--- src/design/uiec_defs.svh ---
`ifndef UIEC_DEFS_SVH
`define UIEC_DEFS_SVH
// configuration byte fields
`define UIEC_BIT_ACTIVE   7
`define UIEC_BIT_ISO      6
`define UIEC_BIT_TOGGLE   5
`define UIEC_BIT_OVERRUN  5
`define UIEC_BIT_DUAL     4
`define UIEC_BIT_STALL    3
`define UIEC_BIT_IRQEN    2
`define UIEC_CFG_RESET    8'h00
`define UIEC_CFG_WMASK    8'hFC
// setup packet buffer byte addresses
`define UIEC_SETUP_BASE   16'hFF28
`define UIEC_SETUP_LAST   16'hFF2F
`define UIEC_SETUP_BYTES  8
`endif

--- src/design/uiec_pkg.sv ---
package uiec_pkg;
  typedef enum logic [1:0] {
    UIEC_HS_NONE  = 2'b00,
    UIEC_HS_STALL = 2'b01,
    UIEC_HS_NAK   = 2'b11,
    UIEC_HS_DATA  = 2'b10
  } uiec_answer_e;
  typedef enum logic [1:0] {
    UIEC_PID_DATA0 = 2'b00,
    UIEC_PID_DATA1 = 2'b01
  } uiec_pid_e;
endpackage

--- src/design/uiec_fifo.sv ---
`timescale 1ns/1ps
`default_nettype none
module uiec_fifo #(
  parameter int WIDTH = 8,
  parameter int DEPTH = 8
) (
  // clock and reset
  input  wire logic             clk_i,
  input  wire logic             rst_i,
  // fill side
  input  wire logic             in_valid_i,
  output logic                  in_ready_o,
  input  wire logic [WIDTH-1:0] in_data_i,
  // drain side
  output logic                  out_valid_o,
  input  wire logic             out_ready_i,
  output logic      [WIDTH-1:0] out_data_o
);
  localparam int AW = $clog2(DEPTH);
  initial
  begin
    if (DEPTH < 2 || (1 << AW) != DEPTH)
      $error("uiec_fifo: DEPTH must be a power of two of at least 2");
  end
  logic [WIDTH-1:0] mem [DEPTH];
  logic [AW:0]      wr_ptr_r;
  logic [AW:0]      rd_ptr_r;
  logic             push;
  logic             pop;
  assign in_ready_o  = (wr_ptr_r - rd_ptr_r) != (AW+1)'(DEPTH);
  assign out_valid_o = wr_ptr_r != rd_ptr_r;
  assign out_data_o  = mem[rd_ptr_r[AW-1:0]];
  assign push        = in_valid_i && in_ready_o;
  assign pop         = out_valid_o && out_ready_i;
  always_ff @(posedge clk_i)
  begin
    if (push)
      mem[wr_ptr_r[AW-1:0]] <= in_data_i;
  end
  always_ff @(posedge clk_i)
  begin
    if (rst_i)
      wr_ptr_r <= '0;
    else if (push)
      wr_ptr_r <= wr_ptr_r + 1'b1;
  end
  always_ff @(posedge clk_i)
  begin
    if (rst_i)
      rd_ptr_r <= '0;
    else if (pop)
      rd_ptr_r <= rd_ptr_r + 1'b1;
  end
endmodule
`default_nettype wire

--- src/design/uiec_in_endpoint.sv ---
// Notes on behaviour
// RULE1 - software sets bit 7 of the configuration byte to make the in endpoint take part in traffic.
// RULE2 - bit 6 set selects isochronous layout and clear selects control, interrupt or bulk layout.
// RULE3 - outside isochronous mode the toggle bit inverts after each successful data-stage in transaction.
// RULE4 - toggle zero sends DATA0 and toggle one sends DATA1.
// RULE5 - dual buffer set uses both packet buffers in turn, clear uses the first buffer only.
// RULE6 - while stall is set every transaction to the endpoint is answered with STALL.
// RULE7 - the interrupt enable bit lets the endpoint raise its interrupt and otherwise suppresses it.
// RULE8 - in isochronous layout hardware sets the overrun flag on a buffer overflow and only software clears it.
// RULE9 - in isochronous layout bits 4:0 hold bytes per sample minus one.
// RULE10 - the eight data bytes of a setup-stage transaction are kept in a dedicated buffer.
// RULE11 - request type, request code, value, index and length lie at successive setup buffer addresses.
// RULE12 - for isochronous packets the byte length is the sample count times bytes per sample.
// RULE13 - an isochronous endpoint never answers NAK and ignores the buffer-empty flag.
// RULE14 - each two-byte setup field holds its low byte at the lower address.
`include "uiec_defs.svh"
`timescale 1ns/1ps
`default_nettype none
module uiec_in_endpoint
  import uiec_pkg::*;
#(
  parameter int DEPTH = 8
) (
  // clock and reset
  input  wire logic                clk_i,
  input  wire logic                rst_i,
  // microcontroller byte port
  input  wire logic                cpu_wr_i,
  input  wire logic                cpu_rd_i,
  input  wire logic [15:0]         cpu_addr_i,
  input  wire logic [7:0]          cpu_wdata_i,
  input  wire logic                cfg_sel_i,
  output logic      [7:0]          cpu_rdata_o,
  // buffer state from the microcontroller side
  input  wire logic                buf0_empty_i,
  input  wire logic                buf1_empty_i,
  input  wire logic [6:0]          buf0_count_i,
  input  wire logic [6:0]          buf1_count_i,
  // serial engine requests
  input  wire logic                in_token_i,
  input  wire logic                in_ack_i,
  input  wire logic                overflow_i,
  input  wire logic                setup_valid_i,
  output logic                     setup_ready_o,
  input  wire logic [7:0]          setup_byte_i,
  // answer to the serial engine
  output uiec_pkg::uiec_answer_e   answer_o,
  output uiec_pkg::uiec_pid_e      pid_o,
  output logic                     buf_sel_o,
  output logic      [11:0]         pkt_len_o,
  output logic                     setup_done_o,
  output logic                     irq_o
);
  import uiec_pkg::*;

  initial
  begin
    if (DEPTH != `UIEC_SETUP_BYTES)
      $error("uiec_in_endpoint: setup FIFO depth must equal the packet length");
  end

  ////////////////////////////////////////////////////////////////////////
  logic [7:0]   cfg_r;
  logic [7:0]   setup_mem [`UIEC_SETUP_BYTES];
  logic [2:0]   setup_idx_r;
  logic         cur_buf_r;
  logic         pending_r;
  logic         f_valid;
  logic [7:0]   f_data;
  logic         cfg_wr;
  logic         is_iso;
  logic         active;
  logic         stall;
  logic         sel_empty;
  logic [6:0]   sel_count;
  logic [11:0]  iso_len;
  logic         setup_hit;

  assign cfg_wr    = cpu_wr_i && cfg_sel_i;
  assign is_iso    = cfg_r[`UIEC_BIT_ISO]; // RULE2
  assign active    = cfg_r[`UIEC_BIT_ACTIVE]; // RULE1
  assign stall     = cfg_r[`UIEC_BIT_STALL] && !is_iso;
  assign sel_empty = cur_buf_r ? buf1_empty_i : buf0_empty_i;
  assign sel_count = cur_buf_r ? buf1_count_i : buf0_count_i;
  assign iso_len   = 12'(sel_count) * 12'({1'b0, cfg_r[4:0]} + 6'h01); // RULE12 RULE9
  assign setup_hit = cpu_addr_i >= `UIEC_SETUP_BASE && cpu_addr_i <= `UIEC_SETUP_LAST;

  ////////////////////////////////////////////////////////////////////////
  // configuration byte
  always_ff @(posedge clk_i)
  begin
    if (rst_i)
      cfg_r <= `UIEC_CFG_RESET;
    else
    begin
      if (cfg_wr)
        cfg_r <= cpu_wdata_i;
      if (is_iso && overflow_i && active)
        cfg_r[`UIEC_BIT_OVERRUN] <= 1'b1; // RULE8
      else if (!is_iso && in_ack_i && active && !stall && !(cfg_wr && cpu_wdata_i[`UIEC_BIT_ISO]))
        cfg_r[`UIEC_BIT_TOGGLE] <= ~cfg_r[`UIEC_BIT_TOGGLE]; // RULE3
    end
  end

  ////////////////////////////////////////////////////////////////////////
  // packet buffer selection
  always_ff @(posedge clk_i)
  begin
    if (rst_i)
      cur_buf_r <= 1'b0;
    else if (!cfg_r[`UIEC_BIT_DUAL] || is_iso && !cfg_r[`UIEC_BIT_DUAL])
      cur_buf_r <= 1'b0; // RULE5
    else if (in_ack_i && active && !stall)
      cur_buf_r <= ~cur_buf_r; // RULE5
  end

  ////////////////////////////////////////////////////////////////////////
  // token answer
  always_ff @(posedge clk_i)
  begin
    if (rst_i)
    begin
      answer_o  <= UIEC_HS_NONE;
      pid_o     <= UIEC_PID_DATA0;
      buf_sel_o <= 1'b0;
      pkt_len_o <= 12'h000;
    end
    else if (in_token_i && active)
    begin
      buf_sel_o <= cur_buf_r;
      pid_o     <= cfg_r[`UIEC_BIT_TOGGLE] && !is_iso ? UIEC_PID_DATA1 : UIEC_PID_DATA0; // RULE4
      pkt_len_o <= is_iso ? iso_len : 12'(sel_count);
      case ({stall, is_iso, sel_empty})
        3'b100, 3'b101: answer_o <= UIEC_HS_STALL; // RULE6
        3'b001:         answer_o <= UIEC_HS_NAK;
        3'b010, 3'b011: answer_o <= UIEC_HS_DATA; // RULE13
        3'b000:         answer_o <= UIEC_HS_DATA;
        default:        answer_o <= UIEC_HS_STALL;
      endcase
    end
    else
      answer_o <= UIEC_HS_NONE;
  end

  ////////////////////////////////////////////////////////////////////////
  // endpoint interrupt
  always_ff @(posedge clk_i)
  begin
    if (rst_i)
      irq_o <= 1'b0;
    else
      irq_o <= in_ack_i && active && !stall && cfg_r[`UIEC_BIT_IRQEN]; // RULE7
  end

  ////////////////////////////////////////////////////////////////////////
  // setup packet capture through the FIFO
  uiec_fifo #(
    .WIDTH (8),
    .DEPTH (DEPTH)
  ) u_setup_fifo (
    .clk_i       (clk_i),
    .rst_i       (rst_i),
    .in_valid_i  (setup_valid_i),
    .in_ready_o  (setup_ready_o),
    .in_data_i   (setup_byte_i),
    .out_valid_o (f_valid),
    .out_ready_i (!pending_r),
    .out_data_o  (f_data)
  );

  // bytes land in arrival order, so low bytes of word fields sit lower
  always_ff @(posedge clk_i)
  begin
    if (f_valid && !pending_r)
      setup_mem[setup_idx_r] <= f_data; // RULE10 RULE11 RULE14
  end

  always_ff @(posedge clk_i)
  begin
    if (rst_i)
      setup_idx_r <= 3'h0;
    else if (f_valid && !pending_r)
      setup_idx_r <= setup_idx_r + 3'h1;
  end

  // after eight bytes, hold until software reads the last buffer byte
  always_ff @(posedge clk_i)
  begin
    if (rst_i)
      pending_r <= 1'b0;
    else if (f_valid && !pending_r && setup_idx_r == 3'h7)
      pending_r <= 1'b1;
    else if (cpu_rd_i && cpu_addr_i == `UIEC_SETUP_LAST)
      pending_r <= 1'b0;
  end

  always_ff @(posedge clk_i)
  begin
    if (rst_i)
      setup_done_o <= 1'b0;
    else
      setup_done_o <= f_valid && !pending_r && setup_idx_r == 3'h7;
  end

  ////////////////////////////////////////////////////////////////////////
  // read data
  always_ff @(posedge clk_i)
  begin
    if (rst_i)
      cpu_rdata_o <= 8'h00;
    else if (cpu_rd_i && cfg_sel_i)
      cpu_rdata_o <= is_iso ? cfg_r : (cfg_r & `UIEC_CFG_WMASK);
    else if (cpu_rd_i && setup_hit)
      cpu_rdata_o <= setup_mem[cpu_addr_i[2:0]]; // RULE11
    else if (cpu_rd_i)
      cpu_rdata_o <= 8'h00;
  end
endmodule
`default_nettype wire

--- config.mk ---
export PLATFORM = sky130hd
export DESIGN_NAME = uiec_in_endpoint
export DESIGN_NICKNAME = d
export VERILOG_FILES = /design/src/design/uiec_pkg.sv /design/src/design/uiec_fifo.sv /design/src/design/uiec_in_endpoint.sv
export VERILOG_INCLUDE_DIRS = /design/src /design/src/design
export SDC_FILE = /design/constraint.sdc
export NUM_CORES = 1
export LEC_CHECK = 0
export BUFFER_PORTS_ARGS = -buffer_cell sky130_fd_sc_hd__buf_2
export CAP_MARGIN = 20
export CORE_MARGIN = 8
export CORE_UTILIZATION = 59
export DETAILED_ROUTE_END_ITERATION = 8
export PLACE_DENSITY_LB_ADDON = 0.1
export SYNTH_ARGS = -nofsm -noshare
export SYNTH_HDL_FRONTEND = slang
export SYNTH_SLANG_ARGS = --single-unit
--- constraint.sdc ---
create_clock -name clk_i -period 5.05 [get_ports clk_i]
set_input_delay 0.7575 -clock clk_i [delete_from_list [all_inputs] [get_ports clk_i]]
set_output_delay 0.7575 -clock clk_i [all_outputs]
set_load 0.05 [all_outputs]
==> reports/metrics.yaml <==
status: "complete, no violations"
synth-seq-cells: 178
cts.path.max_buffers: 2
cts.sinks: 178
worstMarginPinSlew_ns: 0.9663
crit_arrival_ns: 4.91
drv_slew: 0
cts_root_buffer: "clkbuf_16"
synthAdderAreaFrac: 0.08716
timing.slew.headroom: 0.3549
synth_mux_area_frac: 0.1220
crit_path_end_kind: "flop"
async_reset_ff_frac: 0
multi_input_area_sq_mm: 0.003485
grt.overflow.total: 0
synth_nets: 758
finalHoldViolCount: 0
synth_xor_area_frac: 0.01540
port_buffers: 83
wire_per_inst_microns: 18.29
n_antenna_cell: 0
design_area_sq_mm: 0.009839
cts_hold_buf: 0
wirelength_microns: 17140
period_share: 0.9002
syn_avg_cell_area_sq_um: 13.19
grt_max_degree: 48
dp_hpwl_microns: 12250
worstSkewPairLatency_ns: 0.42
stdcell_count: 937
dp.cells: 904
cts-buffers-inserted: 17
synth_edf_count: 128
drc: 0
synth_top_family_by_area: "multiplexers"
cts_tree: "yes"
cp_max_fo: 8
top_level_ports: 85
drt_pass1_iterations: 5
synth_area_sq_mm: 0.008613
chipWidth_microns: 136.8
yosys.area_share.simple: 0.1214
pwr_density_cell_mw_per_mm2: 417.6
cts_resized: 0
grt_usage: 0.1949
crit_path_max_incr_delay_ns: 0.61
area_growth_pct: 14.24
peakVddDrop_mv: 0.2826
grt_pass1_vias: 5466
r2r_setup_slack_ns: 0.50
final_common_cell: "edfxtp_1"
viasPerCell: 5.796
fmax_mhz: 220.0
rsz0062_at_grt: "no"
regArea_sq_mm: 0.004845
drv_cap: 0
die_area_sq_mm: 0.01872
setup_violations: 0
ys.flop_type: "edfxtp_1"
fp.dieH_microns: 136.8
min_path_type: "flop to flop"
drtIter0Drc: 326
yosys_warnings: 0
grt_pass1_wl_microns: 27960
drtAntennaViolNets: 0
nets: 845
rows: 44
crit_chain: "mux2i_1 -> nor2_1 -> fa_1 -> inv_1 -> fa_1 -> fa_1 -> inv_1 -> ha_1 -> o21ai_0 -> o21bai_1 -> o311a_1 -> or4_1 -> nand3_1"
fillers: 1022
synth_compound_area_frac: 0.05694
worstPathRequired_ns: 5.42
most-common-layout-cells: "edfxtp_1 (128), buf_2 (83), nand2_1 (62)"
synth_cell_types: 67
netlist_instances: 653
cts_setup_buffers: 0
num_vias: 5431
worst_clock_skew_ns: 0.009267
post_dp_cell_area_sq_mm: 0.009245
slowest_stage: "mux2i_1"
gp_congestion: 0.8806
clk_pin_slew_ns: 0.07
drive_above_1_share: 0.2590
h-tree-depth: 4
fp.coreArea_sq_mm: 0.01442
crit_type: "flop to flop"
power_leakage_nw: 3.735
startpoint_type: "flop"
tns_ns: 0
start_util: 0.5972
antenna_found_initial: 0
ys_seq_area_frac: 0.5625
crit_top_cell: "fa_1"
fin_crit_ns: 4.546
critical path: cells and delay by family (launching register included):
| kind | cells | cell delay [ns] |
|---|---|---|
| AO/OA/AOI/OAI | 3 | 0.62 |
| buffers and inverters | 2 | 0.09 |
| AND/OR/NAND/NOR | 3 | 0.70 |
| multiplexers | 1 | 0.61 |
| adder cells (fa/ha/maj) | 4 | 1.87 |
| flip-flops | 1 | 0.59 |
synth_stat cells, types with 2 or more instances:
cell | count | area [sq um]
ha_1 | 28 | 350.3
and2_1 | 2 | 12.51
mux2_2 | 16 | 180.2
inv_1 | 35 | 131.4
xor2_1 | 5 | 43.79
xnor2_1 | 7 | 61.31
or4_1 | 2 | 15.01
or2_2 | 10 | 62.56
o21a_1 | 2 | 15.01
a21oi_1 | 31 | 155.2
buf_1 | 4 | 15.01
buf_2 | 5 | 25.02
o21ai_0 | 14 | 70.07
dfxtp_1 | 50 | 1001
clkbuf_2 | 2 | 10.01
nand2b_1 | 3 | 18.77
o211ai_1 | 2 | 15.01
fa_1 | 20 | 400.4
buf_6 | 2 | 22.52
nand2_1 | 62 | 232.7
a211oi_1 | 6 | 45.04
nand4_1 | 5 | 31.28
nand3b_1 | 4 | 30.03
a32oi_1 | 3 | 26.28
mux2i_1 | 9 | 90.09
nor4_1 | 8 | 50.05
mux4_1 | 9 | 236.5
nor2b_1 | 13 | 81.33
nor4b_1 | 5 | 43.79
mux4_2 | 23 | 518.0
nand3_1 | 10 | 50.05
clkbuf_1 | 19 | 71.32
nor3b_1 | 2 | 15.01
and3_1 | 7 | 43.79
o31ai_1 | 2 | 15.01
nor2_1 | 53 | 198.9
buf_4 | 2 | 15.01
nor3_1 | 15 | 75.07
edfxtp_1 | 128 | 3844
layout make-up:
type | instances | share of cell area
clock buffer | 18 | 0.04362
clock inverter | 14 | 0.01526
inverter | 36 | 0.01373
multi-input combinational | 405 | 0.3541
sequential | 178 | 0.4924
tap | 184 | 0.02340
timing repair buffer | 102 | 0.05748
cell families after synthesis:
logic type | Yosys count
xor+xnor | 13
flops | 178
buf+inv | 70
mux | 59
fa+ha+maj | 48
other cells | 1
simple gates | 209
compound gates | 75
final timing paths:
check,start,endpoint,cells after the start
max,cur_buf_r,pkt_len_o[10],13
max reg2reg,cur_buf_r,pkt_len_o[10],13
min reg2reg,pkt_len_o[6],pkt_len_o[6],2
min,pkt_len_o[6],pkt_len_o[6],2
metrics by stage:
stage               total power [mW]    util  worst slack, ns  hold WS [ns]
floorplan                      2.601       -           0.7664        0.4745
finish                         4.109  0.6822           0.5038        0.4494
CTS                            4.135  0.6811           0.5128        0.4520
global placement               2.824  0.6410           0.4503        0.4342
global route                   4.305  0.6822           0.2134        0.4696
detailed placement             2.870  0.6410           0.4014        0.4422
flip-flops by register name, summed over array words and instances, names as in the netlist, named ones only:
signal / count
setup_mem: 64
u_setup_fifo.mem: 64
pkt_len_o: 12
cfg_r: 8
cpu_rdata_o: 8
u_setup_fifo.rd_ptr_r: 4
u_setup_fifo.wr_ptr_r: 4
setup_idx_r: 3
answer_o: 2
buf_sel_o: 1
cur_buf_r: 1
irq_o: 1
pending_r: 1
pid_o: 1
setup_done_o: 1
power breakdown:
part / leakage [nW] / switching (mW) / total [mW] / internal (mW)
clock: 0.277 / 0.569 / 1.26 / 0.695
sequential: 1.57 / 0.0958 / 1.94 / 1.84
combinational: 1.89 / 0.524 / 0.906 / 0.382
routing by layer:
layer,up-vias,routed length [microns],share of wire,track usage
met5,-,0,0,0
met4,0,280,0.016,0.06940
met3,27,1100,0.064,0.04405
met2,147,8130,0.47,0.3165
met1,2658,7624,0.44,0.2532
li1,2599,-,-,-
Note: power is estimated with default switching activity, not from simulation.
